## src/bts_pkg.sv

```systemverilog
// shared constants, types and decode functions for the boundary-scan test port
package bts_pkg;

    // ****************************************
    // chain geometry
    // ****************************************
    localparam int IN_W      = 8;                   // functional input pins
    localparam int OUT_W     = 8;                   // functional output pins
    localparam int CHAIN_LEN = IN_W + OUT_W + 1;    // inputs, outputs, one drive-enable cell
    localparam int OUT_LSB   = IN_W;
    localparam int OUT_MSB   = IN_W + OUT_W - 1;
    localparam int CTRL_POS  = CHAIN_LEN - 1;
    localparam int IR_W      = 4;
    localparam int ID_W      = 32;

    // ****************************************
    // instruction codes
    // ****************************************
    localparam logic [IR_W-1:0] C_EXTEST  = 4'h0;
    localparam logic [IR_W-1:0] C_SAMPLE  = 4'h1;
    localparam logic [IR_W-1:0] C_IDCODE  = 4'h2;
    localparam logic [IR_W-1:0] C_CLAMP   = 4'h3;
    localparam logic [IR_W-1:0] C_HIGHZ   = 4'h4;
    localparam logic [IR_W-1:0] C_BYPASS  = 4'hf;
    localparam logic [IR_W-1:0] IR_CAPT   = 4'h1;   // low bits read 01

    // ****************************************
    // identity word fields and reset values
    // ****************************************
    localparam int REV_LSB  = 28;
    localparam int PART_LSB = 12;
    localparam int MFR_LSB  = 1;
    localparam logic [3:0]  ID_REV_DEF  = 4'h5;     // arbitrary value
    localparam logic [15:0] ID_PART_DEF = 16'ha5c3; // arbitrary value
    localparam logic [10:0] ID_MFR_DEF  = 11'h2b5;  // arbitrary value
    localparam logic        ID_MARK     = 1'b1;
    localparam logic [CHAIN_LEN-1:0] CHAIN_RST = '0;

    // ****************************************
    // controller states, one-hot
    // ****************************************
    typedef enum logic [15:0] {
        S_TLR   = 16'h0001,
        S_RTI   = 16'h0002,
        S_SELDR = 16'h0004,
        S_CAPDR = 16'h0008,
        S_SHDR  = 16'h0010,
        S_EX1DR = 16'h0020,
        S_PADR  = 16'h0040,
        S_EX2DR = 16'h0080,
        S_UPDR  = 16'h0100,
        S_SELIR = 16'h0200,
        S_CAPIR = 16'h0400,
        S_SHIR  = 16'h0800,
        S_EX1IR = 16'h1000,
        S_PAIR  = 16'h2000,
        S_EX2IR = 16'h4000,
        S_UPIR  = 16'h8000
    } bts_tap_state_t;

    // instruction routes the pin cell chain between data in and out
    function automatic logic bts_sel_chain(input logic [IR_W-1:0] code);
        return (code == C_EXTEST) || (code == C_SAMPLE);
    endfunction : bts_sel_chain

    // instruction puts the boundary cells onto the output pins
    function automatic logic bts_drive_cells(input logic [IR_W-1:0] code);
        return (code == C_EXTEST) || (code == C_CLAMP);
    endfunction : bts_drive_cells

endpackage : bts_pkg

```

## src/bts_tap_fsm.sv

```systemverilog
// sixteen-state test access controller stepped by sampled test clock rises
`timescale 1ns/10ps
module bts_tap_fsm
    import bts_pkg::*;
(
    input  wire logic           clk,
    input  wire logic           rst_b,
    input  wire logic           tap_rst_b,  // synchronised test reset
    input  wire logic           step,       // one-cycle pulse per test clock rise
    input  wire logic           tms,        // synchronised mode select
    output bts_pkg::bts_tap_state_t state
);
    import bts_pkg::*;

    bts_tap_state_t next_state;

    // next state on the mode select level
    function automatic bts_tap_state_t tap_next(input bts_tap_state_t s, input logic m);
        unique case (s)
            S_TLR:   return m ? S_TLR   : S_RTI;
            S_RTI:   return m ? S_SELDR : S_RTI;
            S_SELDR: return m ? S_SELIR : S_CAPDR;
            S_CAPDR: return m ? S_EX1DR : S_SHDR;
            S_SHDR:  return m ? S_EX1DR : S_SHDR;
            S_EX1DR: return m ? S_UPDR  : S_PADR;
            S_PADR:  return m ? S_EX2DR : S_PADR;
            S_EX2DR: return m ? S_UPDR  : S_SHDR;
            S_UPDR:  return m ? S_SELDR : S_RTI;
            S_SELIR: return m ? S_TLR   : S_CAPIR;
            S_CAPIR: return m ? S_EX1IR : S_SHIR;
            S_SHIR:  return m ? S_EX1IR : S_SHIR;
            S_EX1IR: return m ? S_UPIR  : S_PAIR;
            S_PAIR:  return m ? S_EX2IR : S_PAIR;
            S_EX2IR: return m ? S_UPIR  : S_SHIR;
            S_UPIR:  return m ? S_SELDR : S_RTI;
            default: return S_TLR;      // an illegal code falls back to reset
        endcase
    endfunction : tap_next

    // test reset wins over stepping
    always_comb
    begin
        next_state = state;
        if (!tap_rst_b)
            next_state = S_TLR;                 // RULE14
        else if (step)
            next_state = tap_next(state, tms);  // RULE14
    end

    always_ff @(posedge clk or negedge rst_b)
    begin
        if (!rst_b)
            state <= S_TLR;
        else
            state <= next_state;
    end
endmodule : bts_tap_fsm

```

## src/bts_test_port.sv

```systemverilog
// boundary-scan test port: instruction decode, data registers and pin control
// Contract
// RULE1: code 0000 drives boundary cells onto outputs and scans the pin cell chain.
// RULE2: code 1111 puts the one-bit passthrough alone between data in and out.
// RULE3: code 0010 loads the fixed identity word and scans it out.
// RULE4: code 0100 floats every functional output and scans the passthrough bit.
// RULE5: code 0011 keeps driving boundary cells while scanning the passthrough bit.
// RULE6: code 0001 scans the chain and captures present pin levels for shift-out.
// RULE7: code 0001 also preloads shifted-in values into the boundary cells.
// RULE8: the tester loads only the six defined instruction codes.
// RULE9: identity word is 32 bits: revision 31:28, part 27:12, maker 11:1.
// RULE10: identity word bit 0 is always one.
// RULE11: test pins and test data out stay outside chain capture and forcing.
// RULE12: the tester runs the test clock at 10MHz, period at least 100 ns; the tester model runs it at 5MHz, period 200 ns.
// RULE13: no scan work while a port sleep request is asserted; the port has no sleep request input.
// RULE14: standard sixteen-state controller; test reset forces reset state and identity code.
// RULE15: chain length is a constant; instruction capture loads 01 in low bits.
`timescale 1ns/10ps
module bts_test_port
    import bts_pkg::*;
#(
    parameter logic [3:0]  ID_REV  = bts_pkg::ID_REV_DEF,  // arbitrary value
    parameter logic [15:0] ID_PART = bts_pkg::ID_PART_DEF, // arbitrary value
    parameter logic [10:0] ID_MFR  = bts_pkg::ID_MFR_DEF   // arbitrary value
)
(
    input  wire logic                   clk,
    input  wire logic                   rst_b,
    input  wire logic                   tck,
    input  wire logic                   tms,
    input  wire logic                   tdi,
    input  wire logic                   trst_b,
    output logic                        tdo,
    output logic                        tdo_oe,
    input  wire logic [bts_pkg::IN_W-1:0]  func_in,
    input  wire logic [bts_pkg::OUT_W-1:0] core_out,
    input  wire logic [bts_pkg::OUT_W-1:0] core_oe,
    output logic      [bts_pkg::OUT_W-1:0] pin_out,
    output logic      [bts_pkg::OUT_W-1:0] pin_oe
);
    import bts_pkg::*;

    localparam logic [ID_W-1:0] ID_VALUE = {ID_REV, ID_PART, ID_MFR, ID_MARK}; // RULE9 RULE10

    // ****************************************
    // pin synchronisers
    // ****************************************
    logic              tck_s1, tck_s2, tck_s3;
    logic              tms_s1, tms_s2;
    logic              tdi_s1, tdi_s2;
    logic              trst_s1, trst_s2;
    logic [IN_W-1:0]   fin_s1, fin_s2;
    logic              tck_rise, tck_fall;

    // two flops on every pin, a third on the clock for edge finding
    always_ff @(posedge clk or negedge rst_b)
    begin
        if (!rst_b)
        begin
            tck_s1  <= 1'b1;
            tck_s2  <= 1'b1;
            tck_s3  <= 1'b1;    // idle level, so no false edge follows reset
            tms_s1  <= 1'b1;
            tms_s2  <= 1'b1;
            tdi_s1  <= 1'b1;
            tdi_s2  <= 1'b1;
            trst_s1 <= 1'b0;
            trst_s2 <= 1'b0;
            fin_s1  <= '0;
            fin_s2  <= '0;
        end
        else
        begin
            tck_s1  <= tck;
            tck_s2  <= tck_s1;
            tck_s3  <= tck_s2;
            tms_s1  <= tms;
            tms_s2  <= tms_s1;
            tdi_s1  <= tdi;
            tdi_s2  <= tdi_s1;
            trst_s1 <= trst_b;
            trst_s2 <= trst_s1;
            fin_s1  <= func_in;
            fin_s2  <= fin_s1;
        end
    end

    assign tck_rise = tck_s2 & ~tck_s3;
    assign tck_fall = ~tck_s2 & tck_s3;

    // ****************************************
    // controller
    // ****************************************
    bts_tap_state_t tap_state;

    bts_tap_fsm u_fsm (
        .clk       (clk),
        .rst_b     (rst_b),
        .tap_rst_b (trst_s2),
        .step      (tck_rise),
        .tms       (tms_s2),
        .state     (tap_state)
    );

    // ****************************************
    // instruction and data registers
    // ****************************************
    logic [IR_W-1:0]      ir_shift, next_ir_shift;
    logic [IR_W-1:0]      ir, next_ir;
    logic                 single_bit_passthrough, next_single_bit_passthrough;
    logic [ID_W-1:0]      identity_word_reg, next_identity_word_reg;
    logic [CHAIN_LEN-1:0] pin_cell_chain, next_pin_cell_chain;
    logic [CHAIN_LEN-1:0] cell_hold, next_cell_hold;     // update stage of the chain
    logic                 next_tdo, next_tdo_oe;
    logic                 dr_lsb;

    // bit presented at data out while shifting a data register
    always_comb
    begin
        if (ir == C_IDCODE)
            dr_lsb = identity_word_reg[0];                // RULE3
        else if (bts_sel_chain(ir))
            dr_lsb = pin_cell_chain[0];                   // RULE1 RULE6
        else
            dr_lsb = single_bit_passthrough;              // RULE2 RULE4 RULE5
    end

    // capture and shift on test clock rises, update and data out on falls
    always_comb
    begin
        next_ir_shift               = ir_shift;
        next_ir                     = ir;
        next_single_bit_passthrough = single_bit_passthrough;
        next_identity_word_reg      = identity_word_reg;
        next_pin_cell_chain         = pin_cell_chain;
        next_cell_hold              = cell_hold;
        next_tdo                    = tdo;
        next_tdo_oe                 = tdo_oe;
        if (tap_state == S_TLR)
            next_ir = C_IDCODE;                                        // RULE14
        if (tck_rise)
        begin
            if (tap_state == S_CAPIR)
                next_ir_shift = IR_CAPT;                               // RULE15
            else if (tap_state == S_SHIR)
                next_ir_shift = {tdi_s2, ir_shift[IR_W-1:1]};
            else if (tap_state == S_CAPDR)
            begin
                next_single_bit_passthrough = 1'b0;
                if (ir == C_IDCODE)
                    next_identity_word_reg = ID_VALUE;                 // RULE3
                if (bts_sel_chain(ir))
                    next_pin_cell_chain = {pin_oe[0], pin_out, fin_s2}; // RULE6 RULE11
            end
            else if (tap_state == S_SHDR)
            begin
                if (ir == C_IDCODE)
                    next_identity_word_reg = {tdi_s2, identity_word_reg[ID_W-1:1]};
                else if (bts_sel_chain(ir))
                    next_pin_cell_chain = {tdi_s2, pin_cell_chain[CHAIN_LEN-1:1]}; // RULE7
                else
                    next_single_bit_passthrough = tdi_s2;              // RULE2
            end
        end
        if (tck_fall)
        begin
            if (tap_state == S_UPIR)
                next_ir = ir_shift;
            if (tap_state == S_UPDR && bts_sel_chain(ir))
                next_cell_hold = pin_cell_chain;                       // RULE7
            next_tdo_oe = (tap_state == S_SHIR) || (tap_state == S_SHDR);
            next_tdo    = (tap_state == S_SHIR) ? ir_shift[0] : dr_lsb;
        end
    end

    always_ff @(posedge clk or negedge rst_b)
    begin
        if (!rst_b)
        begin
            ir_shift               <= IR_CAPT;
            ir                     <= C_IDCODE;
            single_bit_passthrough <= 1'b0;
            identity_word_reg      <= ID_VALUE;
            pin_cell_chain         <= CHAIN_RST;
            cell_hold              <= CHAIN_RST;
            tdo                    <= 1'b0;
            tdo_oe                 <= 1'b0;
        end
        else
        begin
            ir_shift               <= next_ir_shift;
            ir                     <= next_ir;
            single_bit_passthrough <= next_single_bit_passthrough;
            identity_word_reg      <= next_identity_word_reg;
            pin_cell_chain         <= next_pin_cell_chain;
            cell_hold              <= next_cell_hold;
            tdo                    <= next_tdo;
            tdo_oe                 <= next_tdo_oe;
        end
    end

    // ****************************************
    // functional pin control
    // ****************************************
    logic [OUT_W-1:0] next_pin_out, next_pin_oe;

    // forcing touches only functional outputs, never data out
    always_comb
    begin
        next_pin_out = core_out;
        next_pin_oe  = core_oe;
        if (bts_drive_cells(ir))
        begin
            next_pin_out = cell_hold[OUT_MSB:OUT_LSB];       // RULE1 RULE5 RULE11
            next_pin_oe  = {OUT_W{cell_hold[CTRL_POS]}};     // RULE1 RULE5
        end
        else if (ir == C_HIGHZ)
            next_pin_oe = '0;                                // RULE4
    end

    always_ff @(posedge clk or negedge rst_b)
    begin
        if (!rst_b)
        begin
            pin_out <= '0;
            pin_oe  <= '0;
        end
        else
        begin
            pin_out <= next_pin_out;
            pin_oe  <= next_pin_oe;
        end
    end
endmodule : bts_test_port

```

## config.mk

```make
export PLATFORM = sky130hd
export DESIGN_NAME = bts_test_port
export DESIGN_NICKNAME = d
export VERILOG_FILES = /design/src/bts_pkg.sv /design/src/bts_tap_fsm.sv /design/src/bts_test_port.sv
export SDC_FILE = /design/constraint.sdc
export NUM_CORES = 1
export LEC_CHECK = 0
export ABC_CLOCK_PERIOD_IN_PS = 3000
export BUFFER_PORTS_ARGS = -buffer_cell sky130_fd_sc_hd__buf_2
export CAP_MARGIN = 30
export CORE_MARGIN = 3
export CORE_UTILIZATION = 55
export DETAILED_ROUTE_END_ITERATION = 12
export PLACE_DENSITY_LB_ADDON = 0.25
export SETUP_SLACK_MARGIN = 0.02
export SYNTH_ARGS = -nofsm -noshare
export SYNTH_HDL_FRONTEND = slang
export SYNTH_SLANG_ARGS = --single-unit
```

## constraint.sdc

```tcl
create_clock -name clk -period 3 [get_ports clk]
set_clock_uncertainty 0.1 [all_clocks]
set_input_delay 0.6 -clock clk [delete_from_list [all_inputs] [get_ports clk]]
set_output_delay 0.6 -clock clk [all_outputs]
set_load 0.005 [all_outputs]
```

### After elaboration in Yosys (flattened, before gate mapping)

Index checks and enable logic that the tools add are counted.

| storage, ports and cells | value |
|---|---|
| latch bits | 0 |
| bits in registers | 134 |
| memory bits (writable) | 0 |
| output and inout port bits | 18 |
| ROM bits | 0 |
| memories kept | 0 |

| cells by class | value |
|---|---|
| $mul | 0 |
| shift operators | 0 |
| multiplexer cells | 39 |
| add/subtract/negate cells | 0 |
| divide/modulo/power cells | 0 |
| bitwise logic cells | 6 |
| magnitude comparators | 0 |
| equality and inequality tests | 25 |
| reduce and logical (&&, ||, !) cells | 15 |

Operators with widths:

| cell | number |
|---|---|
| $pmux W16 S12 | 1 |
| $mux W32 | 4 |
| $mux W17 | 5 |
| $mux W16 | 4 |
| $mux W8 | 4 |
| $mux W4 | 5 |
| $mux W9 | 2 |
| $eq A16 B1 Y1 const B | 1 |
| $eq A16 B10 Y1 const B | 1 |
| $eq A16 B11 Y1 const B | 1 |
| $eq A16 B12 Y1 const B | 1 |
| $eq A16 B13 Y1 const B | 1 |
| $eq A16 B14 Y1 const B | 1 |
| $eq A16 B15 Y1 const B | 1 |
| $eq A16 B16 Y1 const B | 1 |
| $eq A16 B2 Y1 const B | 1 |
| $eq A16 B3 Y1 const B | 1 |
| $eq A16 B4 Y1 const B | 1 |
| $eq A16 B5 Y1 const B | 1 |
| $eq A16 B6 Y1 const B | 1 |
| $eq A16 B7 Y1 const B | 1 |
| $eq A16 B8 Y1 const B | 1 |
| $eq A16 B9 Y1 const B | 1 |
| $mux W15 | 1 |
| 25 further kinds | 43 |

### Depth between registers and ports, before layout

| logic depth | value |
|---|---|
| depth after elaboration | 6 |
| depth in mapped cells | 8 |
| mapped depth without buffers | 5 |

### Cells and area by module

From an unflattened synthesis, not the netlist that was laid out.

| unflattened totals | value |
|---|---|
| cell total of the unflattened synthesis | 566 |
| area, all modules | 5993.2 um^2 |

By module, submodules not included:

| module | area an instance (um^2) | cells an instance | instances |
|---|---|---|---|
| bts_test_port | 4795.8 | 426 | 1 |
| bts_tap_fsm | 1197.4 | 140 | 1 |

### Worst setup path before layout

Ideal clock, no wire load.

| path | value |
|---|---|
| path type | flip-flop to flip-flop |
| start point | register u_fsm.state[12] |
| end point | register identity_word_reg[11] |
| library setup time | 0.125 ns |
| path buffers | 2 |
| setup slack | 0.666 ns |
| period minus slack after synthesis | 2.334 ns |
| data arrival time | 2.109 ns |
| cell stages (with the launch flop) | 8 |
| cells stage by stage | dfrtp_1 -> buf_4 -> nor4_4 -> nand3_2 -> nor2_4 -> o211a_1 -> buf_4 -> mux2_2 |

| between the ends | value |
|---|---|
| word-level cells in the longest chain between the ends | 3 |
| elaborated cells on any way between the ends | 9 |

Ends and longest elaborated chain:

| element | RTL line | RTL |
|---|---|---|
| start: declaration | bts_tap_fsm.sv:11 | `output bts_pkg::bts_tap_state_t state` |
| start signal: assignment | bts_tap_fsm.sv:55 | `state <= next_state;` |
| $eq A16 B4 Y1 (tied with other cells) | bts_test_port.sv:147 | `else if (tap_state == S_CAPDR)` |
| $reduce_bool A2 Y1 (no source line) / $not A1 Y1 (equally long branches) | -- |  |
| $reduce_and A5 Y1 (no source line) | -- |  |
| end signal: assignment | bts_test_port.sv:194 | `identity_word_reg <= next_identity_word_reg;` |
| end: declaration | bts_test_port.sv:111 | `logic [ID_W-1:0] identity_word_reg, next_identity_word_reg;` |

Parallel ways exist; a longest one is shown, timed or not.
A chain may end at the register's enable or synchronous reset.

### Worst setup path in the final report

| path | value |
|---|---|
| start point | register u_fsm.state[8] |
| end point | register pin_cell_chain[12] |

| between the ends | value |
|---|---|
| word-level cells in the longest chain between the ends | 3 |
| elaborated cells on any way between the ends | 12 |

Ends and longest elaborated chain:

| element | RTL line | RTL |
|---|---|---|
| $eq A16 B5 Y1 (tied with other cells) | bts_test_port.sv:155 | `else if (tap_state == S_SHDR)` |
| $ne A3 B3 Y1 (no source line) (tied with other cells) | -- |  |
| $reduce_and A7 Y1 (no source line) | -- |  |
| end signal: assignment | bts_test_port.sv:195 | `pin_cell_chain <= next_pin_cell_chain;` |
| end: declaration | bts_test_port.sv:112 | `logic [CHAIN_LEN-1:0] pin_cell_chain, next_pin_cell_chain;` |

Parallel ways exist; a longest one is shown, timed or not.

==> flow_summary.ini <==
[run_status]
outcome = complete, no violations

[detailed_routing]
drt_iter0_markers = 206
ant_nets = 0
firstDrtPassIters = 5
drc = 0
vias = 3834
wl_um = 10900
wl_per_cell_um = 16.0
via_per_inst = 5.65

[timing]
fin_ws_ps = 431
finalHoldViolations = 0
fin_tns_setup_ps = 0
fmax_ghz = 0.389
rsz0062_at_grt = no
worst_pin_slew_ps = 691
setup_viol = 0
fin_crit_ps = 2570
maxSlewViolCount = 0
slew_headroom_pct = 54.0
final.period_utilization_pct = 85.6

[logic_synthesis]
synthFlopType = dfrtp_1
netlist_area_um2 = 5550
synth_cell_types = 57
synth_edf_count = 0
syn_inst = 482
syn_avg_cell_area_um2 = 11.5
synth_fp_nets = 512
yosys_warnings = 0
synth.ff_latch_count = 126
ys_async_sr_fraction_pct = 100
synth_seq_area_share_pct = 57.4

[setup_path]
critPathBufInv = 0
path_max_fanout = 17
setup.worst_path.class = reg2reg
worstSetupStartpointType = flip-flop
arrival_ps = 2870
reg2reg_depth = 5
path_delay_family = simple AND/OR/NAND/NOR gates
crit_chain = nor4_4, nand3_2, nor2_4, o2111ai_4, mux2_1
end_kind = flip-flop
worstPathRequired_ps = 3300
reg2reg_to = pin_cell_chain[12]
slowest_stage = nor4_4
r2r_slack_ps = 430
cp.depth = 5
crit_path_end = pin_cell_chain[12]
critPathMaxStageDelay_ps = 530
rr_startpoint = u_fsm.state[8]
crit_path_start = u_fsm.state[8]

[die]
die_area_um2 = 11300
ios = 48
rows = 36
fp.dieW_um = 106
core_um2 = 9770
die_y_um = 106
initial_utilization_pct = 56.8

[hold_path]
hp-class = in2reg
worstHoldPathCells = 1

[global_route]
overflow = 0
grt_pass1_vias = 3906
grt_pass1_wl_um = 18900
grt_max_degree = 67
grt_usage_pct = 21.4
grt_antenna_before_repair = 0

[clocking]
numClockSinks = 126
cts_max_level = 4
ctsRootBufferMaster = clkbuf_8
cts_inserted_buffers = 17
cts_tree = done
cts.repair.resized = 0
clockBufferDepth = 2
ctsHoldBuffers = 1
path_clk_slew_ps = 60
postCtsSetupBuffers = 0
insertion_delay_ps = 520

[power]
worst_ir_drop_vdd_mv = 0.546
power_density_nw_per_um2 = 599
leakagePower_nw = 3.08

[finish]
final_cell_mix = dfrtp_1, nand2_1, mux2_2
drive_gt1_share_pct = 33.5
fin_nets = 563
area_growth_pct = 17.7
largest_reg_flops = 32
fillers = 771
mostFrequentLayoutCell = dfrtp_1
instances_no_fill = 679
num_antenna_cells = 0

[placement]
dp_slack_ps = 456
dp.final_hpwl_um = 7090
dp_cells = 646
portBuffers = 47
gp_congestion = 0.839

[run]
cap_violations = 0
-- synth_stat cells (4+ instances only) --
cell / number / area [µm²]
dfstp_2: 27 / 709
nand3_1: 8 / 40.0
nor4b_1: 4 / 35.0
dfrtp_1: 99 / 2480
inv_1: 4 / 15.0
a21o_1: 4 / 30.0
o21ai_0: 13 / 65.1
nor2_1: 34 / 128
nand2b_1: 4 / 25.0
buf_2: 12 / 60.1
a21oi_1: 23 / 115
nor2b_1: 4 / 25.0
a31oi_1: 20 / 125
nor3_1: 5 / 25.0
nand4_1: 8 / 50.1
xnor2_1: 4 / 35.0
nor4_2: 4 / 50.1
nand2_1: 64 / 240
a22o_1: 7 / 61.3
clkbuf_1: 11 / 41.3
mux2_2: 53 / 597
and2_1: 17 / 106
-- metrics by stage --
stage / total power, mW / cell area, µm² / hold slack (ps) / utilization, %
after floorplan: 1.83 / 5550 / 204 / -
after global placement: 1.92 / 5930 / 232 / 60.7
after detailed placement: 1.92 / 5930 / 235 / 60.7
after CTS: 3.96 / 6540 / 49.5 / 66.9
after global routing: 4.05 / 6540 / 58.2 / 66.9
final: 3.92 / 6540 / 75.0 / 66.9
-- metal layers --
metal  vias up  routed length [µm]  global-route usage [%]
li1       1823                   -                       -
met3        11                 501                    5.10
met1      1904                4830                    27.8
met5         -                   0                       0
met2        96                5370                    34.5
met4         0                 163                    9.50
-- worst reg2reg max path: stages, from the launching register on --
cell	delay [ps]
dfrtp_1	510
nor4_4	530
nand3_2	260
nor2_4	230
o2111ai_4	380
mux2_1	450
-- power breakdown --
| part | internal [mW] | switching (mW) | leakage [nW] |
|---|---|---|---|
| clock network | 1.28 | 0.745 | 0.293 |
| logic | 0.0488 | 0.0835 | 1.21 |
| registers | 1.74 | 0.0168 | 1.58 |
| total | 3.07 | 0.845 | 3.08 |
-- kinds of logic (layout without fill, tap and decap cells) --
kind of cell	count (synthesis)	after routing	share of synthesized area (%)
AND/OR/NAND/NOR	173	173	16.6
AO/OA/AOI/OAI	85	85	10.1
XOR/XNOR	7	7	1.10
multiplexers	59	59	12.0
flip-flops	126	126	57.4
buffers and inverters	32	96	2.77
-- worst min-delay path by stage --
stage          startpoint             to  slack, ps
6_report              tck         tck_s1         80
2_1_floorplan       rst_b  cell_hold[10]        200
3_5_place_dp    fin_s1[2]      fin_s2[2]        230
4_1_cts               tck         tck_s1         50
5_1_grt               tdi         tdi_s1         60
3_3_place_gp    fin_s1[0]      fin_s2[0]        230
-- final cells by class --
type | instances | area, µm² | area share, %
inverters | 5 | 18.8 | 0.287
clock buffers | 22 | 473 | 7.24
flip-flops and latches | 126 | 3190 | 48.8
well taps | 133 | 166 | 2.55
repair buffers | 59 | 355 | 5.44
clock inverters | 10 | 125 | 1.91
multi-input cells | 324 | 2210 | 33.8
Note: power is estimated with default switching activity, not from simulation.
